`src/rtl/rim_pkg.sv`:
```
/*
  Constants of the regulator interrupt mask block: register addresses,
  mask field positions, writable-bit masks and reset values.
  Assumes an 8-bit register port in the core clock domain behind the
  serial control interface.
*/
package rim_pkg;

  // ----------------------------------------------------------------
  // register addresses
  // ----------------------------------------------------------------
  localparam logic [7:0] ADDR_TOP_MISC_MASK = 8'h21;
  localparam logic [7:0] ADDR_CONV_MASK     = 8'h22;
  localparam logic [7:0] ADDR_LINREG_MASK   = 8'h23;

  // ----------------------------------------------------------------
  // field positions
  // ----------------------------------------------------------------
  localparam int BIT_RESET_REG_INHIBIT = 0;
  localparam int BIT_RAIL1_FALL        = 7;
  localparam int BIT_RAIL1_RISE        = 6;
  localparam int BIT_RAIL1_CURLIM      = 4;
  localparam int BIT_RAIL0_FALL        = 3;
  localparam int BIT_RAIL0_RISE        = 2;
  localparam int BIT_RAIL0_CURLIM      = 0;

  // ----------------------------------------------------------------
  // writable bits and reset values
  // ----------------------------------------------------------------
  // bit 0 of the top register is loaded from otp, never from the bus
  localparam logic [7:0] WR_MASK_TOP_MISC   = 8'hfe;
  // bits 5 and 1 are reserved read-only zero
  localparam logic [7:0] WR_MASK_RAIL       = 8'hdd;
  localparam logic [7:0] RST_TOP_MISC       = 8'h00;
  localparam logic [7:0] RST_CONV_MASK      = 8'h00;
  localparam logic [7:0] RST_LINREG_MASK    = 8'h00;
  localparam logic [7:0] RDATA_UNMAPPED     = 8'h00;

endpackage : rim_pkg

```
`src/rtl/rim_mask_regs.sv`:
```
/*
  Interrupt mask registers of the regulator block: top miscellaneous
  mask, converter mask and linear regulator mask, with the event logic
  that they gate. Assumes a byte register port in the core domain
  (fed by the serial interface), an otp value for the reset-interrupt
  mask valid while rst_n is low, and flag clears from the flag registers.
*/
`timescale 1ns/1ps
module rim_mask_regs
#(
  parameter int RAILS = 2
)
(
  input  wire logic             mclk,
  input  wire logic             rst_n,
  input  wire logic             otp_reset_mask,
  input  wire logic [7:0]       reg_addr,
  input  wire logic             reg_wr,
  input  wire logic [7:0]       reg_wdata,
  input  wire logic             reg_rd,
  output logic      [7:0]       reg_rdata,
  input  wire logic             reset_reg_event,
  input  wire logic             reset_reg_irq_clear,
  input  wire logic [RAILS-1:0] conv_pg_invalid,
  input  wire logic [RAILS-1:0] conv_curlim_active,
  input  wire logic [RAILS-1:0] conv_pg_irq_clear,
  input  wire logic [RAILS-1:0] conv_curlim_irq_clear,
  input  wire logic [RAILS-1:0] linreg_pg_invalid,
  input  wire logic [RAILS-1:0] linreg_curlim_active,
  input  wire logic [RAILS-1:0] linreg_pg_irq_clear,
  input  wire logic [RAILS-1:0] linreg_curlim_irq_clear,
  output logic                  reset_reg_irq_flag,
  output logic      [RAILS-1:0] conv_pg_raw,
  output logic      [RAILS-1:0] conv_curlim_raw,
  output logic      [RAILS-1:0] conv_pg_irq_flag,
  output logic      [RAILS-1:0] conv_curlim_irq_flag,
  output logic      [RAILS-1:0] linreg_pg_raw,
  output logic      [RAILS-1:0] linreg_curlim_raw,
  output logic      [RAILS-1:0] linreg_pg_irq_flag,
  output logic      [RAILS-1:0] linreg_curlim_irq_flag
);

  logic [7:0]       top_misc_irq_mask;
  logic [7:0]       converter_irq_mask;
  logic [7:0]       linreg_irq_mask;
  logic [RAILS-1:0] conv_fall_inh;
  logic [RAILS-1:0] conv_rise_inh;
  logic [RAILS-1:0] conv_cur_inh;
  logic [RAILS-1:0] lin_fall_inh;
  logic [RAILS-1:0] lin_rise_inh;
  logic [RAILS-1:0] lin_cur_inh;
  logic [7:0]       next_rdata;

  // ----------------------------------------------------------------
  // top miscellaneous mask
  // ----------------------------------------------------------------
  // bit 0 is reloaded from otp on every reset and ignores writes
  always_ff @(posedge mclk)
  begin
    if (!rst_n)
      top_misc_irq_mask <= {rim_pkg::RST_TOP_MISC[7:1], otp_reset_mask};
    else if (reg_wr && reg_addr == rim_pkg::ADDR_TOP_MISC_MASK)
      top_misc_irq_mask <= (reg_wdata & rim_pkg::WR_MASK_TOP_MISC)
                         | (top_misc_irq_mask & ~rim_pkg::WR_MASK_TOP_MISC);
  end

  // ----------------------------------------------------------------
  // rail mask registers
  // ----------------------------------------------------------------
  always_ff @(posedge mclk)
  begin
    if (!rst_n)
      converter_irq_mask <= rim_pkg::RST_CONV_MASK;
    else if (reg_wr && reg_addr == rim_pkg::ADDR_CONV_MASK)
      converter_irq_mask <= reg_wdata & rim_pkg::WR_MASK_RAIL;
  end

  always_ff @(posedge mclk)
  begin
    if (!rst_n)
      linreg_irq_mask <= rim_pkg::RST_LINREG_MASK;
    else if (reg_wr && reg_addr == rim_pkg::ADDR_LINREG_MASK)
      linreg_irq_mask <= reg_wdata & rim_pkg::WR_MASK_RAIL;
  end

  // ----------------------------------------------------------------
  // mask field decode
  // ----------------------------------------------------------------
  assign conv_fall_inh[1] = converter_irq_mask[rim_pkg::BIT_RAIL1_FALL];
  assign conv_rise_inh[1] = converter_irq_mask[rim_pkg::BIT_RAIL1_RISE];
  assign conv_cur_inh[1]  = converter_irq_mask[rim_pkg::BIT_RAIL1_CURLIM];
  assign conv_fall_inh[0] = converter_irq_mask[rim_pkg::BIT_RAIL0_FALL];
  assign conv_rise_inh[0] = converter_irq_mask[rim_pkg::BIT_RAIL0_RISE];
  assign conv_cur_inh[0]  = converter_irq_mask[rim_pkg::BIT_RAIL0_CURLIM];
  assign lin_fall_inh[1]  = linreg_irq_mask[rim_pkg::BIT_RAIL1_FALL];
  assign lin_rise_inh[1]  = linreg_irq_mask[rim_pkg::BIT_RAIL1_RISE];
  assign lin_cur_inh[1]   = linreg_irq_mask[rim_pkg::BIT_RAIL1_CURLIM];
  assign lin_fall_inh[0]  = linreg_irq_mask[rim_pkg::BIT_RAIL0_FALL];
  assign lin_rise_inh[0]  = linreg_irq_mask[rim_pkg::BIT_RAIL0_RISE];
  assign lin_cur_inh[0]   = linreg_irq_mask[rim_pkg::BIT_RAIL0_CURLIM];

  // ----------------------------------------------------------------
  // rail event detectors
  // ----------------------------------------------------------------
  for (genvar r = 0; r < RAILS; r++)
  begin : g_rail
    rim_rail_events u_conv
    (
      .mclk            (mclk),
      .rst_n           (rst_n),
      .pg_invalid      (conv_pg_invalid[r]),
      .curlim_active   (conv_curlim_active[r]),
      .pg_fall_inhibit (conv_fall_inh[r]),
      .pg_rise_inhibit (conv_rise_inh[r]),
      .curlim_inhibit  (conv_cur_inh[r]),
      .pg_clear        (conv_pg_irq_clear[r]),
      .curlim_clear    (conv_curlim_irq_clear[r]),
      .pg_raw          (conv_pg_raw[r]),
      .curlim_raw      (conv_curlim_raw[r]),
      .pg_irq_flag     (conv_pg_irq_flag[r]),
      .curlim_irq_flag (conv_curlim_irq_flag[r])
    );
    rim_rail_events u_lin
    (
      .mclk            (mclk),
      .rst_n           (rst_n),
      .pg_invalid      (linreg_pg_invalid[r]),
      .curlim_active   (linreg_curlim_active[r]),
      .pg_fall_inhibit (lin_fall_inh[r]),
      .pg_rise_inhibit (lin_rise_inh[r]),
      .curlim_inhibit  (lin_cur_inh[r]),
      .pg_clear        (linreg_pg_irq_clear[r]),
      .curlim_clear    (linreg_curlim_irq_clear[r]),
      .pg_raw          (linreg_pg_raw[r]),
      .curlim_raw      (linreg_curlim_raw[r]),
      .pg_irq_flag     (linreg_pg_irq_flag[r]),
      .curlim_irq_flag (linreg_curlim_irq_flag[r])
    );
  end

  // ----------------------------------------------------------------
  // register-reset interrupt flag
  // ----------------------------------------------------------------
  always_ff @(posedge mclk)
  begin
    if (!rst_n)
      reset_reg_irq_flag <= 1'b0;
    else if (reset_reg_event && !top_misc_irq_mask[rim_pkg::BIT_RESET_REG_INHIBIT])
      reset_reg_irq_flag <= 1'b1;
    else if (reset_reg_irq_clear)
      reset_reg_irq_flag <= 1'b0;
  end

  // ----------------------------------------------------------------
  // read port
  // ----------------------------------------------------------------
  always_comb
  begin
    case (reg_addr)
      rim_pkg::ADDR_TOP_MISC_MASK: next_rdata = top_misc_irq_mask;
      rim_pkg::ADDR_CONV_MASK:     next_rdata = converter_irq_mask;
      rim_pkg::ADDR_LINREG_MASK:   next_rdata = linreg_irq_mask;
      default:                     next_rdata = rim_pkg::RDATA_UNMAPPED;
    endcase
  end

  // data holds between reads so a slow serial shifter can take it
  always_ff @(posedge mclk)
  begin
    if (!rst_n)
      reg_rdata <= rim_pkg::RDATA_UNMAPPED;
    else if (reg_rd)
      reg_rdata <= next_rdata;
  end
endmodule // rim_mask_regs

```
`src/rtl/rim_rail_events.sv`:
```
/*
  Event detector for one regulator rail: keeps the raw power-good and
  current-limit status and raises sticky interrupt flags on unmasked
  edges. Assumes status inputs already synchronous to mclk.
*/
`timescale 1ns/1ps
module rim_rail_events
(
  input  wire logic mclk,
  input  wire logic rst_n,
  input  wire logic pg_invalid,
  input  wire logic curlim_active,
  input  wire logic pg_fall_inhibit,
  input  wire logic pg_rise_inhibit,
  input  wire logic curlim_inhibit,
  input  wire logic pg_clear,
  input  wire logic curlim_clear,
  output logic      pg_raw,
  output logic      curlim_raw,
  output logic      pg_irq_flag,
  output logic      curlim_irq_flag
);

  logic went_invalid;
  logic went_valid;
  logic curlim_rose;
  logic pg_event;
  logic curlim_event;

  // ----------------------------------------------------------------
  // edge detection against the stored raw status
  // ----------------------------------------------------------------
  assign went_invalid = pg_invalid & ~pg_raw;
  assign went_valid   = ~pg_invalid & pg_raw;
  assign curlim_rose  = curlim_active & ~curlim_raw;
  // mask sampled at detection, so a masked edge leaves nothing pending
  assign pg_event     = (went_invalid & ~pg_fall_inhibit) | (went_valid & ~pg_rise_inhibit);
  assign curlim_event = curlim_rose & ~curlim_inhibit;

  // ----------------------------------------------------------------
  // raw status, independent of any mask
  // ----------------------------------------------------------------
  always_ff @(posedge mclk)
  begin
    if (!rst_n)
    begin
      pg_raw     <= 1'b0;
      curlim_raw <= 1'b0;
    end
    else
    begin
      pg_raw     <= pg_invalid;
      curlim_raw <= curlim_active;
    end
  end

  // ----------------------------------------------------------------
  // sticky flags; a new event beats a clear in the same cycle
  // ----------------------------------------------------------------
  always_ff @(posedge mclk)
  begin
    if (!rst_n)
      pg_irq_flag <= 1'b0;
    else if (pg_event)
      pg_irq_flag <= 1'b1;
    else if (pg_clear)
      pg_irq_flag <= 1'b0;
  end

  always_ff @(posedge mclk)
  begin
    if (!rst_n)
      curlim_irq_flag <= 1'b0;
    else if (curlim_event)
      curlim_irq_flag <= 1'b1;
    else if (curlim_clear)
      curlim_irq_flag <= 1'b0;
  end
endmodule // rim_rail_events

```
`config.mk`:
```
export PLATFORM = sky130hd
export DESIGN_NAME = rim_mask_regs
export DESIGN_NICKNAME = d
export VERILOG_FILES = /design/src/rtl/rim_pkg.sv /design/src/rtl/rim_mask_regs.sv /design/src/rtl/rim_rail_events.sv
export SDC_FILE = /design/constraint.sdc
export NUM_CORES = 1
export LEC_CHECK = 0
export BUFFER_PORTS_ARGS = -buffer_cell sky130_fd_sc_hd__buf_2
export CORE_MARGIN = 2
export CORE_UTILIZATION = 44
export DETAILED_ROUTE_END_ITERATION = 12
export PLACE_DENSITY = 0.74
export SKIP_LAST_GASP = 1
export SLEW_MARGIN = 0
export SYNTH_ARGS = -nofsm -noshare
export SYNTH_HDL_FRONTEND = slang
export SYNTH_HIERARCHICAL = 1
export SYNTH_SLANG_ARGS = --single-unit
```
`constraint.sdc`:
```
create_clock -name mclk -period 1.35 [get_ports mclk]
set_input_delay 0.27 -clock mclk [delete_from_list [all_inputs] [get_ports mclk]]
set_output_delay 0.27 -clock mclk [all_outputs]
set_load 0.01 [all_outputs]
```
### Word level (Yosys, flattened, before mapping)

Index checks and enable logic that the tools add are counted.

| operators by class | value |
|---|---|
| bitwise gates (word level) | 53 |
| multiplexer cells | 21 |
| reduce and logical (&&, ||, !) cells | 14 |
| equal/unequal tests | 4 |

Operator list:

| operator | number |
|---|---|
| $and A1 B1 Y1 | 24 |
| $eq A8 B6 Y1 const B | 3 |
| $not A1 Y1 | 24 |
| $pmux W8 S3 | 1 |
| $mux W1 | 20 |
| $reduce_bool A2 Y1 | 9 |
| $or A8 B1 Y8 | 1 |
| $logic_and A1 B1 Y1 | 4 |
| $or A1 B1 Y1 | 4 |
| $ne A2 B1 Y1 const B | 1 |
| $logic_not A1 Y1 | 1 |

| word-level totals | value |
|---|---|
| flip-flop bits (word level) | 45 |
| bits of input ports | 39 |

### Longest topological paths before layout

| logic depth | value |
|---|---|
| word-level depth | 5 |
| depth in mapped cells | 5 |
| gate-level depth less buffers | 3 |

### Modules after synthesis

Netlist, hierarchy kept.

By module, submodules not included:

| module | cells an instance | instances | area each (µm²) | seq. area each (µm²) |
|---|---|---|---|---|
| rim_mask_regs | 135 | 1 | 1,300.0 | 590.6 |
| rim_rail_events | 13 | 4 | 143.9 | 80.1 |

### Worst setup path after synthesis

Ideal clock, no wire load.

| path | value |
|---|---|
| kind | input to register |
| start point | input reg_addr[4] |
| end point | register linreg_irq_mask[2] |
| data arrival time | 1,307 ps |
| library setup time | 72 ps |
| path slack | -29 ps |
| data required time | 1,278 ps |
| buffers on the path | 1 |
| cell stages on the path | 4 |
| path through | nor4b_4 > and4_2 > buf_6 > mux2i_1 |

| between the ends | value |
|---|---|
| longest elaborated chain between the ends | 2 |

Ends and longest elaborated chain:

| element | RTL line | text |
|---|---|---|
| start: declaration | rim_mask_regs.sv:17 | `input wire logic [7:0] reg_addr,` |
| $eq A8 B6 Y1 | rim_mask_regs.sv:82 | `else if (reg_wr && reg_addr == rim_pkg::ADDR_LINREG_MASK)` |
| $logic_and A1 B1 Y1 | rim_mask_regs.sv:82 |  |
| end signal: assignment | rim_mask_regs.sv:81 | `linreg_irq_mask <= rim_pkg::RST_LINREG_MASK;` |
| end signal: assignment | rim_mask_regs.sv:83 | `linreg_irq_mask <= reg_wdata & rim_pkg::WR_MASK_RAIL;` |
| end: declaration | rim_mask_regs.sv:45 | `logic [7:0] linreg_irq_mask;` |

No other way between the ends.
A chain may end at the register's enable or synchronous reset.

### Final worst setup path

| path | value |
|---|---|
| start point | input reg_addr[6] |
| end point | register linreg_irq_mask[2] |

Same word-level chain as after synthesis.

==> summary.md <==
| Metric | Value |
|---|---|
| Slowest-stage cell, CP | and4_4 |
| Synth area leaders | dfxtp_1 (47%), mux2i_1 (10%), nand2_1 (5.4%) |
| Critical Path, Cell by Cell | buf_2, nor4b_4, buf_4, and4_4, mux2i_1 |
| Die H | 69.3 µm |
| Yosys Warn Count | 6 |
| Share of the yosys chip area belonging to registers | 0.486 |
| Number of buffer cells added on primary ports | 63 |
| Crit path required time | 1.58 ns |
| CP max stage delay | 0.31 ns |
| Die X | 69.3 µm |
| Count of buffer and inverter cells on the critical path | 2 |
| Transition time at the pin with the least slew margin | 0.270 ns |
| Max-slew headroom | 0.820 |
| Total number of vias | 1,598 |
| Clock Skews | 0.00963 ns |
| Startpoint of the most critical hold path | conv_curlim_active[1] |
| Synth-to-layout area growth | 27.8% |
| Most common cell after layout, fill and taps aside | buf_2 |
| Type of the tightest min-delay check | in2reg |
| Post-route ant nets | 0 |
| Critical path class | in2reg |
| Standby leakage power | 0.00110 µW |
| Vias per std cell | 5.12 |
| Worst Setup End Kind | flip-flop |
| Reg-to-reg startpoint | linreg_irq_mask[2] |
| Share of the core filled with cells in the final layout | 0.591 |
| Pwr Density | 1030 nW/µm² |
| Number of clock sinks | 45 |
| Share of post-route cells with drive strength above 1 | 0.355 |
| Root Buffer Master | clkbuf_8 |
| Net count after synthesis | 226 |
| Portion of the clock cycle consumed by the worst path in the final layout | 0.827 |
| Post-layout net count | 300 |
| Max rail drop VDD | 0.000910 V |
| Gr ovfl total | 0 |
| Insertion delay to the later sink of the worst-skew pair | 0.30 ns |
| DRC viols | 0 |
| Total Routed Length | 4.14 mm |
| Library cell occupying the most area in the post-synthesis netlist | dfxtp_1 |
| Highest-count cells in the layout ignoring fill and taps | buf_2 (63), dfxtp_1 (44), nand2_1 (27) |
| Total global routing track utilization | 0.189 |
| Hold slack | 0.178 ns |
| Post-CTS Hold Buffers | 0 |
| Effective utilization at floorplan | 0.462 |
| Critical Path Source | reg_addr[6] |
| Number of buffers added for setup after CTS | 0 |
| Number of setup violations in the final report | 0 |
| Initial antenna violation count | 0 |
| Area of the mapped netlist | 1880 µm² |
| RD Place Congestion | 0.820 |
| Filler cell count | 364 |
| Average footprint of a synthesized cell | 10.0 µm² |
| First-pass GRT wire length | 7.22 mm |
| Worst path depth | 5 |
| Cell Rows | 23 |
| Post-DR wirelength/cell | 13.3 µm |
| Post-cts gate resize count | 0 |
| Maximum fanout along the worst path | 6 |
| Reg2reg path depth | 3 |
| Cell variety after synth | 28 |
| Data arrival time at the worst-slack endpoint | 1.35 ns |
| Initial drt markers | 80 |
| Maximum clock rate | 896 MHz |
| Area of the placeable core | 4060 µm² |
| Max-cap viol count | 0 |
| Number of pins with negative max-slew slack in the final report | 0 |
| Clock transition at the registers of the reported paths | 0.09 ns |
| Largest net degree at the start of global routing | 23 |
| Diodes inserted | 0 |
| Setup repair after global routing missed its margin | false |
| Flops & latches, synth | 45 |
| Nature of the critical path startpoint | input port |
| Die Outline Area | 4800 µm² |
| Number of clock buffers inserted by TritonCTS | 5 |
| Iteration count of the initial detailed-routing pass | 4 |
| Status | finished clean |
| Number of global-route vias before repair | 1,634 |
| Delay-heaviest family, CP | simple AND/OR/NAND/NOR gates |
| Detailed Place HPWL | 3.09 mm |
| Depth of the worst hold-timing path | 2 |
| Total I/O pin count | 64 |
| Final critical delay including setup and external delays | 1.12 ns |
| Clock Tree Buf Depth | 2 |
| TritonCTS clock tree | built |
| Final Hold Violating Endpoints | 0 |
| H-tree levels | 2 |
| Proportion of netlist area held by the largest area contributor | 0.470 |
| Cells after synthesis | 187 |
[through the flow]
step,setup TNS [ns],cell area [µm²],worst slack [ns],instances,power [µW]
after detailed placement,-0.561,2310,-0.0999,304,1670
final,0,2400,0.233,312,2470
after global placement,-0.206,2310,-0.0310,304,1670
after floorplan,-0.191,1880,-0.0256,187,1540
after global routing,0,2400,0.171,312,2590
after CTS,0,2400,0.229,312,2500
[synth_stat cells]
master and n:
dfxtp_1 44, nand2_1 27, mux2i_1 19, nor2b_1 16
nor3b_1 13, and2_1 8, a221oi_1 6, a31oi_1 6
clkbuf_1 6, mux2_2 6, nor3_1 6, nand3_1 5
o21a_1 5, o31a_1 4, nand2b_1 2, o21ai_0 2
a21oi_1 1, and4_2 1, buf_1 1, buf_2 1
buf_6 1, clkinv_1 1, edfxtp_1 1, inv_1 1
nand3_2 1, nand4b_2 1, nor2_1 1, nor4b_4 1
[worst paths after layout]
kind | to | slack [ns]
max reg2reg | reg_rdata[2] | 0.25
min reg2reg | reset_reg_irq_flag | 0.47
min | g_rail[1].u_conv/curlim_raw | 0.18
max | linreg_irq_mask[2] | 0.23
[kinds of logic (layout without fill, tap and decap cells)]
group | Yosys count | in the layout | share of synthesized area
flip-flops | 45 | 45 | 0.486
buffers and inverters | 11 | 86 | 0.0267
AO/OA/AOI/OAI | 24 | 24 | 0.0947
multiplexers | 25 | 25 | 0.137
AND/OR/NAND/NOR | 82 | 82 | 0.255
[flip-flops by register name (all words and copies together) (netlist names)]
| signal | flops |
|---|---|
| g_rail.u_lin/pg_irq_flag | 2 |
| g_rail.u_lin/curlim_raw | 2 |
| g_rail.u_lin/pg_raw | 2 |
| converter_irq_mask | 6 |
| reset_reg_irq_flag | 1 |
| top_misc_irq_mask | 8 |
| reg_rdata | 8 |
| g_rail.u_lin/curlim_irq_flag | 2 |
| linreg_irq_mask | 6 |
| g_rail.u_conv/curlim_raw | 2 |
| g_rail.u_conv/pg_raw | 2 |
| g_rail.u_conv/curlim_irq_flag | 2 |
| g_rail.u_conv/pg_irq_flag | 2 |
[power breakdown]
part / internal [µW] / switching [µW]
registers: 1370 / 15.6
clock network: 366 / 460
logic: 130 / 128
[layout make-up]
class                           count  area [µm²]  share of cell area
Multi-Input combinational cell    131         916               0.382
Sequential cell                    45         911               0.380
Timing Repair Buffer               76         413               0.172
Clock buffer                        6        72.6              0.0303
Tap cell                           50        62.6              0.0261
Clock inverter                      2        13.8             0.00574
Inverter                            2        7.51             0.00313
[layer usage]
layer  GRT usage  wire length [µm]
met2       0.301              1960
met1       0.230              1850
met5           0                 0
met4      0.0763                38
met3      0.0712               290
Note: power is estimated with default switching activity, not from simulation.
